## src/pkg/tmrb_pkg.sv

```systemverilog
// Purpose: Shared constants and types of the basic 16-bit timer/counter.
// Assumes: APB slave with 32-bit data and a 12-bit byte address.
// Notes: Control fields keep their documented bit positions.
package tmrb_pkg;

	localparam int TMRB_ADDR_W = 12;
	localparam int TMRB_CNT_W = 16;
	localparam int TMRB_PRE_W = 8;

	typedef struct packed {
		logic psel;
		logic penable;
		logic pwrite;
		logic [TMRB_ADDR_W-1:0] paddr;
		logic [31:0] pwdata;
	} tmrb_apb_req_s;

	typedef struct packed {
		logic run_enable;
		logic idle_stop;
		logic [1:0] extended_source_select;
		logic gate_accumulate_enable;
		logic [1:0] prescale_select;
		logic external_sync_select;
		logic clock_source_select;
	} tmrb_ctrl_s;

	// Register byte addresses.
	localparam logic [TMRB_ADDR_W-1:0] TMRB_OFS_CONTROL = 12'h000;
	localparam logic [TMRB_ADDR_W-1:0] TMRB_OFS_PERIOD = 12'h004;
	localparam logic [TMRB_ADDR_W-1:0] TMRB_OFS_COUNT = 12'h008;
	localparam logic [TMRB_ADDR_W-1:0] TMRB_OFS_INT_STATUS = 12'h00c;
	localparam logic [TMRB_ADDR_W-1:0] TMRB_OFS_INT_CLEAR = 12'h010;
	localparam logic [TMRB_ADDR_W-1:0] TMRB_OFS_INT_ENABLE = 12'h014;

	// Control field positions, implemented mask and reset value.
	localparam int TMRB_RUN_BIT = 15;
	localparam int TMRB_IDLE_BIT = 13;
	localparam int TMRB_ECS_LSB = 8;
	localparam int TMRB_GATE_BIT = 6;
	localparam int TMRB_PRE_LSB = 4;
	localparam int TMRB_SYNC_BIT = 2;
	localparam int TMRB_CS_BIT = 1;
	localparam logic [15:0] TMRB_CTRL_MASK = 16'ha376;
	localparam logic [15:0] TMRB_CTRL_RESET = 16'h0000;
	localparam logic [TMRB_CNT_W-1:0] TMRB_PERIOD_RESET = 16'hffff;

	// Extended source codes.
	localparam logic [1:0] TMRB_ECS_GENERIC = 2'b11;
	localparam logic [1:0] TMRB_ECS_LOW_POWER_RC_OSCILLATOR = 2'b10;
	localparam logic [1:0] TMRB_ECS_DEDICATED = 2'b01;
	localparam logic [1:0] TMRB_ECS_SECONDARY_OSCILLATOR = 2'b00;

	// Prescale codes and terminal counts (ratio minus one).
	localparam logic [1:0] TMRB_PRE_256 = 2'b11;
	localparam logic [1:0] TMRB_PRE_64 = 2'b10;
	localparam logic [1:0] TMRB_PRE_8 = 2'b01;
	localparam logic [TMRB_PRE_W-1:0] TMRB_LIM_256 = 8'hff;
	localparam logic [TMRB_PRE_W-1:0] TMRB_LIM_64 = 8'h3f;
	localparam logic [TMRB_PRE_W-1:0] TMRB_LIM_8 = 8'h07;
	localparam logic [TMRB_PRE_W-1:0] TMRB_LIM_1 = 8'h00;

	// Indices of the pins passed through the input synchroniser.
	localparam int TMRB_PIN_GENERIC = 0;
	localparam int TMRB_PIN_DEDICATED = 1;
	localparam int TMRB_PIN_SECONDARY_OSCILLATOR = 2;
	localparam int TMRB_PIN_LOW_POWER_RC_OSCILLATOR = 3;
	localparam int TMRB_PIN_GATE = 4;
	localparam int TMRB_PIN_W = 5;

	// Interrupt status layout.
	localparam int TMRB_STAT_MATCH = 0;
	localparam int TMRB_STAT_GATE = 1;
	localparam int TMRB_STAT_W = 2;

endpackage

```

## src/hw/tmrb_pin_sync.sv

```systemverilog
// Purpose: Three-stage synchroniser with agreement filter and edge pulses.
// Assumes: Inputs are asynchronous to clk_i.
// Notes: A change is accepted once the second and third stages agree.
`timescale 1ns/1ps
module tmrb_pin_sync #(
	parameter int WIDTH = 5
) (
	input wire logic clk_i, // System clock.
	input wire logic reset_n_i, // Asynchronous reset, active low.
	input wire logic [WIDTH-1:0] async_i, // Raw inputs.
	output logic [WIDTH-1:0] level_o, // Filtered level.
	output logic [WIDTH-1:0] rise_o, // One-cycle pulse on a rising edge.
	output logic [WIDTH-1:0] fall_o // One-cycle pulse on a falling edge.
);
	genvar gi;
	generate
		for (gi = 0; gi < WIDTH; gi++) begin : g_bit
			logic s1;
			logic s2;
			logic s3;
			always_ff @(posedge clk_i or negedge reset_n_i) begin
				if (!reset_n_i) begin
					s1 <= 1'b0;
					s2 <= 1'b0;
					s3 <= 1'b0;
				end else begin
					s1 <= async_i[gi];
					s2 <= s1;
					s3 <= s2;
				end
			end
			always_ff @(posedge clk_i or negedge reset_n_i) begin
				if (!reset_n_i) begin
					level_o[gi] <= 1'b0;
					rise_o[gi] <= 1'b0;
					fall_o[gi] <= 1'b0;
				end else begin
					rise_o[gi] <= (s2 == s3) && s3 && !level_o[gi];
					fall_o[gi] <= (s2 == s3) && !s3 && level_o[gi];
					if (s2 == s3) begin
						level_o[gi] <= s3;
					end
				end
			end
		end
	endgenerate
endmodule

```

## src/hw/tmrb_timer.sv

```systemverilog
// Purpose: Basic 16-bit timer/counter with period match and gated accumulation.
// Assumes: clk_i is the oscillator clock; the internal source runs at half of it.
// Notes: Registers are reached over APB; every external source is synchronised.
// Overview of operation
// RULE_01: Timer, synchronous counter and unsynchronised counter modes.
// RULE_02: Interrupt on period match or gate fall.
// RULE_03: Run bit 15 starts and stops counting.
// RULE_04: Idle-stop bit 13 halts module in Idle; the code halts only counting, and a gate fall still sets its flag.
// RULE_05: Bits 9-8 pick the external source.
// RULE_06: Gate bit 6 applies only to internal clock.
// RULE_07: Prescaler divides by 1, 8, 64, 256.
// RULE_08: Bit 2 picks synchronised external counting.
// RULE_09: Bit 1 picks external or internal half clock.
// RULE_10: Control write while running clears the prescaler.
// RULE_11: Unimplemented control bits read as zero.
// RULE_12: Power-on reset clears all control bits.
// RULE_13: Software sets run, prescale, source, period, interrupts.
// RULE_14: Serves as time base or interval timer.
// RULE_15: Can keep counting during Idle or Sleep.
// RULE_16: Tick increments; match wraps to zero, flags.
// RULE_17: Gated mode counts while gate high, flags fall.
//
// Decided for this implementation: the APB interface to the registers and the register addresses.
`timescale 1ns/1ps
module tmrb_timer
	import tmrb_pkg::*;
(
	input wire logic clk_i, // Oscillator clock, 100 MHz.
	input wire logic reset_n_i, // Asynchronous power-on reset, active low.
	input wire tmrb_pkg::tmrb_apb_req_s apb_i, // APB request signals.
	output logic [31:0] prdata_o, // APB read data.
	output logic pready_o, // APB ready.
	output logic pslverr_o, // APB error on an unmapped address.
	input wire logic idle_i, // Device is in Idle mode.
	input wire logic sleep_i, // Device is in Sleep mode.
	input wire logic generic_external_timer_input_i, // Generic external timer input.
	input wire logic dedicated_external_clock_pin_i, // Dedicated external clock pin.
	input wire logic secondary_oscillator_i, // Secondary oscillator.
	input wire logic low_power_rc_oscillator_i, // Low-power RC oscillator.
	input wire logic gate_i, // External gate for accumulation.
	output logic irq_o, // Level interrupt, high while an enabled flag is set.
	output logic match_pulse_o // One-cycle pulse on each period match.
);
	logic [15:0] control;
	tmrb_ctrl_s ctrl;
	logic [TMRB_CNT_W-1:0] period_register;
	logic [TMRB_CNT_W-1:0] count;
	logic [TMRB_PRE_W-1:0] pre_cnt;
	logic [TMRB_PRE_W-1:0] pre_lim;
	logic [TMRB_STAT_W-1:0] int_status;
	logic [TMRB_STAT_W-1:0] int_enable;
	logic [TMRB_STAT_W-1:0] int_set;
	logic [TMRB_STAT_W-1:0] int_clr;
	logic [TMRB_PIN_W-1:0] pin_raw;
	logic [TMRB_PIN_W-1:0] pin_level;
	logic [TMRB_PIN_W-1:0] pin_rise;
	logic [TMRB_PIN_W-1:0] pin_fall;
	logic div_phase;
	logic access;
	logic commit;
	logic wr;
	logic ctrl_wr;
	logic [31:0] next_prdata;
	logic next_err;
	logic active;
	logic gated;
	logic ext_edge;
	logic src_edge;
	logic tick;
	logic at_match;

	assign ctrl.run_enable = control[TMRB_RUN_BIT];
	assign ctrl.idle_stop = control[TMRB_IDLE_BIT];
	assign ctrl.extended_source_select = control[TMRB_ECS_LSB+1:TMRB_ECS_LSB];
	assign ctrl.gate_accumulate_enable = control[TMRB_GATE_BIT];
	assign ctrl.prescale_select = control[TMRB_PRE_LSB+1:TMRB_PRE_LSB];
	assign ctrl.external_sync_select = control[TMRB_SYNC_BIT];
	assign ctrl.clock_source_select = control[TMRB_CS_BIT];

	// APB slave: one wait cycle, then a registered answer.
	assign access = apb_i.psel && apb_i.penable;
	assign commit = access && pready_o;
	assign wr = commit && apb_i.pwrite;
	assign ctrl_wr = wr && (apb_i.paddr == TMRB_OFS_CONTROL);

	always_comb begin
		next_prdata = 32'h0000_0000;
		next_err = 1'b0;
		if (apb_i.paddr == TMRB_OFS_CONTROL) begin
			next_prdata = {16'h0000, control & TMRB_CTRL_MASK}; // [RULE_11]
		end else if (apb_i.paddr == TMRB_OFS_PERIOD) begin
			next_prdata = {16'h0000, period_register};
		end else if (apb_i.paddr == TMRB_OFS_COUNT) begin
			next_prdata = {16'h0000, count};
		end else if (apb_i.paddr == TMRB_OFS_INT_STATUS) begin
			next_prdata = {30'h0000_0000, int_status};
		end else if (apb_i.paddr == TMRB_OFS_INT_CLEAR) begin
			next_prdata = 32'h0000_0000;
		end else if (apb_i.paddr == TMRB_OFS_INT_ENABLE) begin
			next_prdata = {30'h0000_0000, int_enable};
		end else begin
			next_err = 1'b1;
		end
	end

	always_ff @(posedge clk_i or negedge reset_n_i) begin
		if (!reset_n_i) begin
			pready_o <= 1'b0;
			prdata_o <= 32'h0000_0000;
			pslverr_o <= 1'b0;
		end else begin
			pready_o <= access && !pready_o;
			if (access && !pready_o) begin
				prdata_o <= apb_i.pwrite ? 32'h0000_0000 : next_prdata;
				pslverr_o <= next_err;
			end else begin
				prdata_o <= 32'h0000_0000;
				pslverr_o <= 1'b0;
			end
		end
	end

	// Writable registers; unimplemented bits are never stored.
	always_ff @(posedge clk_i or negedge reset_n_i) begin
		if (!reset_n_i) begin
			control <= TMRB_CTRL_RESET; // [RULE_12]
			period_register <= TMRB_PERIOD_RESET;
			int_enable <= '0;
		end else if (wr) begin
			if (apb_i.paddr == TMRB_OFS_CONTROL) begin
				control <= apb_i.pwdata[15:0] & TMRB_CTRL_MASK; // [RULE_11] [RULE_13]
			end else if (apb_i.paddr == TMRB_OFS_PERIOD) begin
				period_register <= apb_i.pwdata[15:0];
			end else if (apb_i.paddr == TMRB_OFS_INT_ENABLE) begin
				int_enable <= apb_i.pwdata[TMRB_STAT_W-1:0];
			end
		end
	end

	// Every source comes from another clock, so all go through the synchroniser.
	assign pin_raw[TMRB_PIN_GENERIC] = generic_external_timer_input_i;
	assign pin_raw[TMRB_PIN_DEDICATED] = dedicated_external_clock_pin_i;
	assign pin_raw[TMRB_PIN_SECONDARY_OSCILLATOR] = secondary_oscillator_i;
	assign pin_raw[TMRB_PIN_LOW_POWER_RC_OSCILLATOR] = low_power_rc_oscillator_i;
	assign pin_raw[TMRB_PIN_GATE] = gate_i;

	tmrb_pin_sync #(
		.WIDTH(TMRB_PIN_W)
	) u_sync (
		.clk_i(clk_i),
		.reset_n_i(reset_n_i),
		.async_i(pin_raw),
		.level_o(pin_level),
		.rise_o(pin_rise),
		.fall_o(pin_fall)
	);

	// Internal source is half the oscillator rate: a pulse every other cycle.
	always_ff @(posedge clk_i or negedge reset_n_i) begin
		if (!reset_n_i) begin
			div_phase <= 1'b0;
		end else begin
			div_phase <= !div_phase; // [RULE_09]
		end
	end

	always_comb begin
		case (ctrl.extended_source_select) // [RULE_05]
			TMRB_ECS_GENERIC: ext_edge = pin_rise[TMRB_PIN_GENERIC];
			TMRB_ECS_LOW_POWER_RC_OSCILLATOR: ext_edge = pin_rise[TMRB_PIN_LOW_POWER_RC_OSCILLATOR];
			TMRB_ECS_DEDICATED: ext_edge = pin_rise[TMRB_PIN_DEDICATED];
			default: ext_edge = pin_rise[TMRB_PIN_SECONDARY_OSCILLATOR];
		endcase
	end

	always_comb begin
		case (ctrl.prescale_select) // [RULE_07]
			TMRB_PRE_256: pre_lim = TMRB_LIM_256;
			TMRB_PRE_64: pre_lim = TMRB_LIM_64;
			TMRB_PRE_8: pre_lim = TMRB_LIM_8;
			default: pre_lim = TMRB_LIM_1;
		endcase
	end

	// The system clock stops in Sleep, so only the unsynchronised counter keeps going.
	assign active = ctrl.run_enable && !(idle_i && ctrl.idle_stop); // [RULE_03] [RULE_04] [RULE_15]
	assign gated = !ctrl.clock_source_select && ctrl.gate_accumulate_enable; // [RULE_06]
	always_comb begin
		if (ctrl.clock_source_select) begin
			src_edge = active && ext_edge && (!sleep_i || !ctrl.external_sync_select); // [RULE_01] [RULE_08] [RULE_15]
		end else begin
			src_edge = active && div_phase && !sleep_i && (!gated || pin_level[TMRB_PIN_GATE]); // [RULE_01] [RULE_17]
		end
	end
	assign tick = src_edge && (pre_cnt == pre_lim);
	assign at_match = (count == period_register);

	always_ff @(posedge clk_i or negedge reset_n_i) begin
		if (!reset_n_i) begin
			pre_cnt <= '0;
		end else if (ctrl_wr && ctrl.run_enable) begin
			pre_cnt <= '0; // [RULE_10]
		end else if (src_edge) begin
			pre_cnt <= (pre_cnt == pre_lim) ? '0 : pre_cnt + 8'h01; // [RULE_07]
		end
	end

	// A software write to the count wins over a tick in the same cycle.
	always_ff @(posedge clk_i or negedge reset_n_i) begin
		if (!reset_n_i) begin
			count <= '0;
		end else if (wr && (apb_i.paddr == TMRB_OFS_COUNT)) begin
			count <= apb_i.pwdata[15:0];
		end else if (tick) begin
			count <= at_match ? '0 : count + 16'h0001; // [RULE_16] [RULE_14]
		end
	end

	// In gated mode the flag marks the end of a gate window, not each match.
	assign int_set[TMRB_STAT_MATCH] = tick && at_match && !gated; // [RULE_02] [RULE_16]
	assign int_set[TMRB_STAT_GATE] = gated && ctrl.run_enable && pin_fall[TMRB_PIN_GATE]; // [RULE_17]
	assign int_clr = (wr && (apb_i.paddr == TMRB_OFS_INT_CLEAR)) ?
		apb_i.pwdata[TMRB_STAT_W-1:0] : '0;

	always_ff @(posedge clk_i or negedge reset_n_i) begin
		if (!reset_n_i) begin
			int_status <= '0;
		end else begin
			int_status <= (int_status & ~int_clr) | int_set; // [RULE_02]
		end
	end

	always_ff @(posedge clk_i or negedge reset_n_i) begin
		if (!reset_n_i) begin
			irq_o <= 1'b0;
			match_pulse_o <= 1'b0;
		end else begin
			irq_o <= |(int_status & int_enable); // [RULE_02]
			match_pulse_o <= tick && at_match; // [RULE_14]
		end
	end

	a_reserved_zero: assert property (@(posedge clk_i) disable iff (!reset_n_i) // [RULE_11]
		(access && !pready_o && !apb_i.pwrite && apb_i.paddr == TMRB_OFS_CONTROL)
		|=> ((prdata_o[15:0] & ~TMRB_CTRL_MASK) == 16'h0000) && (prdata_o[31:16] == 16'h0000))
		else $error("Unimplemented control bits read nonzero.");

	a_stopped_hold: assert property (@(posedge clk_i) disable iff (!reset_n_i) // [RULE_03]
		(!ctrl.run_enable && !(wr && apb_i.paddr == TMRB_OFS_COUNT)) |=> $stable(count))
		else $error("Count moved while stopped.");

	a_match_wrap: assert property (@(posedge clk_i) disable iff (!reset_n_i) // [RULE_16]
		(tick && at_match && !gated && !(wr && apb_i.paddr == TMRB_OFS_COUNT))
		|=> (count == 16'h0000) && int_status[TMRB_STAT_MATCH] && match_pulse_o)
		else $error("Period match did not wrap and flag.");

	a_prescale_ratio: assert property (@(posedge clk_i) disable iff (!reset_n_i) // [RULE_07]
		tick |-> (ctrl.prescale_select != TMRB_PRE_256 || pre_cnt == 8'hff) &&
		(ctrl.prescale_select != TMRB_PRE_64 || pre_cnt == 8'h3f) &&
		(ctrl.prescale_select != TMRB_PRE_8 || pre_cnt == 8'h07) &&
		(ctrl.prescale_select != 2'b00 || pre_cnt == 8'h00))
		else $error("Tick at wrong prescale count.");

	a_idle_halt: assert property (@(posedge clk_i) disable iff (!reset_n_i) // [RULE_04]
		(idle_i && ctrl.idle_stop) |-> !tick && !src_edge)
		else $error("Counting during Idle with idle stop set.");

	a_gate_fall: assert property (@(posedge clk_i) disable iff (!reset_n_i) // [RULE_17]
		(gated && ctrl.run_enable && $fell(pin_level[TMRB_PIN_GATE])) |-> ##[0:1]
		int_status[TMRB_STAT_GATE])
		else $error("Gate fall did not set its flag.");

	a_gate_low: assert property (@(posedge clk_i) disable iff (!reset_n_i) // [RULE_06]
		(gated && !pin_level[TMRB_PIN_GATE]) |-> !src_edge)
		else $error("Gated count advanced with gate low.");

	a_ctrl_wr_pre: assert property (@(posedge clk_i) disable iff (!reset_n_i) // [RULE_10]
		(ctrl_wr && ctrl.run_enable) |=> (pre_cnt == 8'h00))
		else $error("Control write while running kept the prescaler.");

	a_irq_level: assert property (@(posedge clk_i) disable iff (!reset_n_i) // [RULE_02]
		(int_status & int_enable) != '0 |=> irq_o)
		else $error("Enabled flag did not raise the interrupt.");

	a_sleep_sync: assert property (@(posedge clk_i) disable iff (!reset_n_i) // [RULE_08]
		(sleep_i && (!ctrl.clock_source_select || ctrl.external_sync_select)) |-> !src_edge)
		else $error("Synchronised source counted in Sleep.");

	a_half_rate: assert property (@(posedge clk_i) disable iff (!reset_n_i) // [RULE_09]
		(src_edge && !ctrl.clock_source_select) |=> !src_edge)
		else $error("Internal source faster than half the clock.");

	a_apb_answer: assert property (@(posedge clk_i) disable iff (!reset_n_i)
		(access && !pready_o) |=> pready_o ##1 !pready_o)
		else $error("APB answer not one cycle after access.");

	c_match: cover property (@(posedge clk_i) disable iff (!reset_n_i)
		int_set[TMRB_STAT_MATCH]);
	c_gate_fall: cover property (@(posedge clk_i) disable iff (!reset_n_i)
		int_set[TMRB_STAT_GATE]);
	c_ext_count: cover property (@(posedge clk_i) disable iff (!reset_n_i)
		tick && ctrl.clock_source_select && !ctrl.external_sync_select && sleep_i);
	c_irq: cover property (@(posedge clk_i) disable iff (!reset_n_i)
		$rose(irq_o));
endmodule

```

## config.mk

```make
export PLATFORM = sky130hd
export DESIGN_NAME = tmrb_timer
export DESIGN_NICKNAME = d
export VERILOG_FILES = /design/src/pkg/tmrb_pkg.sv /design/src/hw/tmrb_pin_sync.sv /design/src/hw/tmrb_timer.sv
export SDC_FILE = /design/constraint.sdc
export NUM_CORES = 1
export LEC_CHECK = 0
export ABC_CLOCK_PERIOD_IN_PS = 4700
export BUFFER_PORTS_ARGS = -buffer_cell sky130_fd_sc_hd__buf_4
export CAP_MARGIN = 10
export CORE_ASPECT_RATIO = 1.5
export CORE_MARGIN = 2
export CORE_UTILIZATION = 55
export DETAILED_ROUTE_END_ITERATION = 16
export PLACE_DENSITY = 0.83
export SLEW_MARGIN = 10
export SYNTH_ARGS = -nofsm -noshare
export SYNTH_HDL_FRONTEND = slang
export SYNTH_SLANG_ARGS = --single-unit
```

## constraint.sdc

```tcl
create_clock -name clk_i -period 4.7 [get_ports clk_i]
set_clock_uncertainty 0.15 [all_clocks]
set_input_delay 0 -clock clk_i [delete_from_list [all_inputs] [get_ports clk_i]]
set_output_delay 0 -clock clk_i [all_outputs]
set_load 0.03 [all_outputs]
```

After elaboration in Yosys (flattened, before gate mapping)
Index checks and enable logic that the tools add are counted.
{ "classes": {"n_lt_le_gt_ge": 0, "shift": 0, "muxes": 25, "multipliers": 0, "n_eq_ne": 18, "div": 0, "n_addsub": 2, "bitwise": 6, "n_reduce_logical": 52} }
{ "op_table": {"columns": ["cell", "n"], "rows": [
  ["$mux W32", 4],
  ["$mux W16", 4],
  ["$logic_and A1 B1 Y1", 31],
  ["$eq A12 B4 Y1 const B", 2],
  ["$eq A12 B5 Y1 const B", 2],
  ["$mux W8", 3],
  ["$pmux W8 S3", 1],
  ["$add A16 B1 Y16 const B", 1],
  ["$eq A16 B16 Y1", 1],
  ["$eq A12 B3 Y1 const B", 1],
  ["$logic_not A1 Y1", 12],
  ["$logic_not A12 Y1", 1],
  ["$add A8 B1 Y8 const B", 1],
  ["$eq A2 B2 Y1 const B", 4],
  ["$eq A8 B8 Y1", 1],
  ["$mux W1", 8],
  ["$mux W2", 4],
  ["$eq A1 B1 Y1", 5],
  ["$and A2 B2 Y2", 2],
  ["$eq A2 B1 Y1 const B", 2],
  ["$reduce_and A4 Y1", 1],
  ["$reduce_bool A2 Y1", 2],
  ["$pmux W1 S3", 1],
  ["$reduce_and A3 Y1", 1],
  ["6 further kinds", 8]
]} }
{ "word_totals": {"mem_bits_ro": 0, "inputBits": 56, "memories": 0, "latch_bits": 0, "ram_bits": 0, "ff_bits": 115} }

Logic depth before layout (Yosys ltp)
{ "logic_depth": {"word_depth": 11, "depth_mapped": 9, "ltp_nobuf": 7} }

Hierarchy
Synthesis repeated with hierarchy kept, for this count alone.
{ "hier_totals": {"cells_unflattened": 474, "area_unflattened_um2": 5252.5} }
{ "modules_own_cells": {"columns": ["module", "cells_each", "area_per_inst_um2", "instances", "seq_area_each_um2"], "rows": [
  ["tmrb_timer", 409, 4201.5, 1, 1871.8],
  ["tmrb_pin_sync", 65, 1051.0, 1, 750.7]
]} }

Least setup slack after synthesis
OpenSTA, ideal clock, no wires.
{ "synth_timing": {"kind": "register to register", "startpoint": "register control[1]", "endpoint": "register count[15]", "arrival_time_ns": 1.907, "n_path_buf": 0, "path_slack_ns": 2.561, "path_stages_with_launch": 6, "setup_ns": 0.082, "cell_sequence": "dfrtp_1 > or4_4 > a21boi_4 > nand2_4 > or4_1 > a31oi_1"} }
{ "synth_between": {"elab_chain_cells": 8} }
{ "synth_rtl": {"columns": ["element", "line_no", "source"], "rows": [
  ["start, declared", "tmrb_timer.sv:44", "logic [15:0] control;"],
  ["start signal, assigned", "tmrb_timer.sv:131", "control <= apb_i.pwdata[15:0] & TMRB_CTRL_MASK;"],
  ["$logic_not A1 Y1", "tmrb_timer.sv:187", "assign gated = !ctrl.clock_source_select && ctrl.gate_accumulate_enable;"],
  ["$logic_and A1 B1 Y1", "tmrb_timer.sv:187", null],
  ["$logic_not A1 Y1", "tmrb_timer.sv:192", "src_edge = active && div_phase && !sleep_i && (!gated || pin_level[TMRB_PIN_GATE]);"],
  ["$logic_or A1 B1 Y1", "tmrb_timer.sv:192", null],
  ["$logic_and A1 B1 Y1", "tmrb_timer.sv:192", null],
  ["$mux W1 (*)", "tmrb_timer.sv:189", "if (ctrl.clock_source_select) begin"],
  ["$logic_and A1 B1 Y1 (*)", "tmrb_timer.sv:195", "assign tick = src_edge && (pre_cnt == pre_lim);"],
  ["$reduce_bool A2 Y1 (no source line) (*)", null, null],
  ["end signal, assigned", "tmrb_timer.sv:213", "count <= apb_i.pwdata[15:0];"],
  ["end signal, assigned", "tmrb_timer.sv:215", "count <= at_match ? '0 : count + 16'h0001;"],
  ["end, declared", "tmrb_timer.sv:47", "logic [TMRB_CNT_W-1:0] count;"]
]} }
Every way passes the cells marked *; elsewhere a longest branch is shown, timed or not.
A chain may end at the register's enable or synchronous reset.

Worst setup path in the final report
{ "layout_timing": {"startpoint": "register control[4]", "endpoint": "register count[15]"} }
{ "layout_between": {"elab_chain_cells": 5, "elab_cells_between_ends": 7, "classes_between": "eq/ne (4); mux (1); reduce/logical (2)"} }
{ "layout_rtl": {"columns": ["element", "line_no", "source"], "rows": [
  ["$eq A2 B1 Y1 or $eq A2 B2 Y1 (tied branches)", "tmrb_timer.sv:177", "case (ctrl.prescale_select)"],
  ["$pmux W8 S3 (*)", "tmrb_timer.sv:177", null],
  ["$eq A8 B8 Y1 (*)", "tmrb_timer.sv:195", null],
  ["$logic_and A1 B1 Y1 (*)", "tmrb_timer.sv:195", null],
  ["$reduce_bool A2 Y1 (no source line) (*)", null, null]
]} }
Marked as above.

==> run summary <==
TIMING
--------------------------------------------------------------------------------
Fraction of the cycle the final worst path needs                           58.6%
Hold Slack                                                             0.0551 ns
Setup violation total in the final timing report                               0
Final critical delay including setup and external delays                 2.75 ns
Number of pins exceeding their max-slew limit in the final report              0
Count of endpoints failing hold in the final timing report                     0
Worst max-slew margin expressed relative to the limit                      23.3%
Total negative slack for setup checks                                       0 ns
Fmax achieved                                                            363 MHz
RSZ-0062 raised after global routing                                          no
Least-Margin Pin Slew                                                    1.14 ns

FLOORPLAN
--------------------------------------------------------------------------------
DIE WIDTH                                                           80.7 microns
Overall die height                                                   119 microns
Io pins                                                                       92
Placeable core region                                                 8720 sq um
Row count                                                                     42
Starting density of the core                                               55.7%
Die outline area                                                      9610 sq um

CLOCK NETWORK
--------------------------------------------------------------------------------
CTS clk-pin slew, worst paths                                            0.07 ns
Number of setup buffers added after CTS                                        0
Root buf cell                                                       sky130_fd_sc_hd__clkbuf_16
Sink count of the clock tree                                                  99
Hold buffers post-CTS                                                         27
Clock Path Buffers                                                             2
Htree depth                                                                    3
Clock buffers created by TritonCTS                                             9
Number of resized instances in the post-cts repair step                        0
CTS tree                                                                     yes
Insertion delay to the later sink of the worst-skew pair                 0.34 ns

LOGIC SYNTHESIS
--------------------------------------------------------------------------------
Synth Area per Inst                                                   10.5 sq um
Number of enable flip-flop cells after synthesis                               0
Primary FF master, synth                                            sky130_fd_sc_hd__dfrtp_1
Post-synth design cell area                                           4850 sq um
Number of different library cells in the post-synthesis netlist               57
Synthesized netlist cell count                                               461
Top-area cell type share of the netlist area                               42.8%
Cell taking the most area after synthesis                           sky130_fd_sc_hd__dfrtp_1
Warnings from Yosys                                                            0
Cell types with the largest area share after synthesis              sky130_fd_sc_hd__dfrtp_1 (43%), sky130_fd_sc_hd__dfstp_2 (8.7%), sky130_fd_sc_hd__mux2_2 (6.7%)
Fraction of registers with async set/reset                                  100%
Sequential element share of the synthesized area                           51.4%
#FFs+latches synth                                                            99

WORST SETUP PATH
--------------------------------------------------------------------------------
Crit Path Max Fanout                                                          15
Critical register-to-register path endpoint                         count[15]$_DFFE_PN0P_
Worst setup startpoint                                              control[4]$_DFFE_PN0P_
Critical path required time                                              4.80 ns
CP Data Arrival Time                                                     2.85 ns
FF-to-FF path depth                                                            6
Critical Path Sink Type                                                     flop
Minimum setup slack among reg-to-reg paths                               1.95 ns
Worst setup path class                                                reg -> reg
Endpoint of the worst setup timing path                             count[15]$_DFFE_PN0P_
Kind of start point of the critical path                                    flop
FF-to-FF Start                                                      control[4]$_DFFE_PN0P_

CELLS AND AREA
--------------------------------------------------------------------------------
Final layout net count                                                       598
Area Overhead vs Synth                                                     20.0%
Post-layout util                                                           66.8%
FILL cells                                                                   680
Number of diodes                                                               0
Share of layout cells above drive strength 1                               24.8%

GLOBAL ROUTE
--------------------------------------------------------------------------------
Wire length of the first global-routing pass                             17.3 mm
Global routing usage summed across all routing layers                      23.3%
Pin count of the biggest net entering global routing                          56
Antenna violations before repair                                               0
Grt total ovfl                                                                 0
Via count of the first global-routing pass                                  3709

DRT
--------------------------------------------------------------------------------
DRT Pass-1 Iters                                                               6
Via density                                                                 5.89
Routed Antenna Nets                                                            0
DRC errors left                                                                0
WL final                                                                 10.8 mm
Vias after detailed routing                                                 3827
Iteration-0 DRC count of the detailed router                                 345
Avg WL per Cell                                                     16.7 microns

HOLD PATH
--------------------------------------------------------------------------------
Worst min path class                                                 in -> async

PLACE
--------------------------------------------------------------------------------
Number of port buffers                                                        59
Final weighted congestion in routability-driven placement                  0.982
Detailed-placement wirelength estimate                                   7.34 mm

RUN STATUS
--------------------------------------------------------------------------------
Run status                                                          finished, final reports clean

PWR
--------------------------------------------------------------------------------
Cell Pwr Density                                                     297 nW/um^2
Leakage Power                                                            2.70 nW
IR drop worst, VDD                                                      0.192 mV

FLOW RUN
--------------------------------------------------------------------------------
Max-cap violation count                                                        0

[metrics by stage]
| stage | worst slack [ns] | power, mW | cells | cell area, sq um |
|---|---|---|---|---|
| finish | 1.95 | 1.73 | 650 | 5820 |
| global route | 1.90 | 1.80 | 650 | 5820 |
| CTS | 2.01 | 1.74 | 650 | 5820 |
| detailed placement | 1.79 | 1.06 | 607 | 5290 |
| global placement | 1.89 | 1.05 | 607 | 5290 |
| floorplan | 2.56 | 1.00 | 476 | 4910 |
[power by group]
group	internal, mW	switching, mW	leakage, nW
clock	0.357	0.316	0.131
combinational	0.0679	0.0795	1.33
sequential	0.884	0.0281	1.24
[how the worst min path moves through the flow]
stage,endpoint,cells past startpoint
floorplan,control[13]$_DFFE_PN0P_,0
global placement,prdata_o[14]$_DFF_PN0_,1
detailed placement,prdata_o[14]$_DFF_PN0_,1
CTS,prdata_o[14]$_DFF_PN0_,2
global route,prdata_o[3]$_DFF_PN0_,2
finish,prdata_o[4]$_DFF_PN0_,2
[layer usage]
| layer | routed length [microns] | GRT usage [%] |
|---|---|---|
| met4 | 319 | 11.5 |
| met1 | 4210 | 27.6 |
| met5 | 0 | 0 |
| met2 | 5760 | 39.9 |
| met3 | 539 | 4.24 |
[cells by family (layout without fill, tap and decap cells)]
logic type,Yosys count,after routing,synth area share (%)
muxes,35,35,8.22
and+or+nand+nor,160,160,17.2
DFF,99,99,51.4
buffers and inverters,49,113,5.41
xor gates and xnor gates,16,16,2.89
AOI/OAI and AO/OA,94,94,12.9
adders and majority gates,7,7,1.80
other,1,16,0.0772
[final cells by class]
type / count / area, sq um / share of cell area, %
Clock inverter: 7 / 43.8 / 0.752
Multi-Input combinational cell: 328 / 2150 / 36.9
Inverter: 7 / 26.3 / 0.451
Timing Repair Buffer: 90 / 743 / 12.8
Clock buffer: 9 / 225 / 3.87
Sequential cell: 99 / 2500 / 42.9
Tap cell: 110 / 138 / 2.36
[registers in the layout (all words and copies together) (netlist names)]
register,count
match_pulse_o,1
u_sync.rise_o,4
pslverr_o,1
pre_cnt,8
u_sync.g_bit.s2,5
period_register,16
prdata_o,16
u_sync.fall_o,1
div_phase,1
u_sync.level_o,5
u_sync.g_bit.s1,5
int_enable,2
control,9
irq_o,1
int_status,2
pready_o,1
count,16
u_sync.g_bit.s3,5
[synth_stat cells, types with 2 or more instances]
cell type,instances
sky130_fd_sc_hd__and2_0,3
sky130_fd_sc_hd__nor2b_1,10
sky130_fd_sc_hd__a222oi_1,8
sky130_fd_sc_hd__a31oi_1,5
sky130_fd_sc_hd__a221oi_1,2
sky130_fd_sc_hd__o21ai_0,22
sky130_fd_sc_hd__or3_1,3
sky130_fd_sc_hd__clkbuf_1,14
sky130_fd_sc_hd__nor3_1,15
sky130_fd_sc_hd__nand2_1,24
sky130_fd_sc_hd__nand3_1,10
sky130_fd_sc_hd__a22oi_1,12
sky130_fd_sc_hd__buf_4,18
sky130_fd_sc_hd__a21oi_1,27
sky130_fd_sc_hd__nor3b_1,3
sky130_fd_sc_hd__and4_1,4
sky130_fd_sc_hd__nor4_1,9
sky130_fd_sc_hd__and3_1,5
sky130_fd_sc_hd__dfrtp_1,83
sky130_fd_sc_hd__a21boi_0,2
sky130_fd_sc_hd__nor2_1,53
sky130_fd_sc_hd__and2_1,5
sky130_fd_sc_hd__mux2_2,29
sky130_fd_sc_hd__o31ai_1,2
sky130_fd_sc_hd__inv_1,7
sky130_fd_sc_hd__mux2i_1,5
sky130_fd_sc_hd__buf_2,9
sky130_fd_sc_hd__dfstp_2,16
sky130_fd_sc_hd__xor2_1,16
sky130_fd_sc_hd__nand4_1,6
sky130_fd_sc_hd__ha_1,7
sky130_fd_sc_hd__a41oi_1,2
[cells in the final DEF (no fill, tap or decap), types with 4 or more instances in the layout]
master                          instances
sky130_fd_sc_hd__o21ai_0               22
sky130_fd_sc_hd__nand4_1                6
sky130_fd_sc_hd__xor2_1                16
sky130_fd_sc_hd__a31oi_1                5
sky130_fd_sc_hd__a222oi_1               8
sky130_fd_sc_hd__mux2_2                29
sky130_fd_sc_hd__dlygate4sd3_1         27
sky130_fd_sc_hd__and2_1                 5
sky130_fd_sc_hd__conb_1                16
sky130_fd_sc_hd__and4_1                 4
sky130_fd_sc_hd__nor2b_1               10
sky130_fd_sc_hd__nor2_1                53
sky130_fd_sc_hd__nor3_1                15
sky130_fd_sc_hd__ha_1                   7
sky130_fd_sc_hd__nor4_1                 9
sky130_fd_sc_hd__inv_1                  7
sky130_fd_sc_hd__nand3_1               10
sky130_fd_sc_hd__dfstp_2               16
sky130_fd_sc_hd__a21oi_1               27
sky130_fd_sc_hd__a22oi_1               12
sky130_fd_sc_hd__clkinv_2               4
sky130_fd_sc_hd__and3_1                 5
sky130_fd_sc_hd__mux2i_1                5
sky130_fd_sc_hd__nand2_1               24
sky130_fd_sc_hd__dfrtp_1               83
sky130_fd_sc_hd__buf_4                 63
sky130_fd_sc_hd__clkbuf_16              9
[critical path, cell delays in order (launching register included)]
cell and delay (ns):
sky130_fd_sc_hd__dfrtp_1 0.46, sky130_fd_sc_hd__a211o_1 0.33, sky130_fd_sc_hd__a22oi_1 0.23, sky130_fd_sc_hd__a21boi_2 0.49, sky130_fd_sc_hd__nand2_4 0.25, sky130_fd_sc_hd__or4_1 0.53
sky130_fd_sc_hd__a31oi_1 0.21
Power figures use the tool's default switching activity.
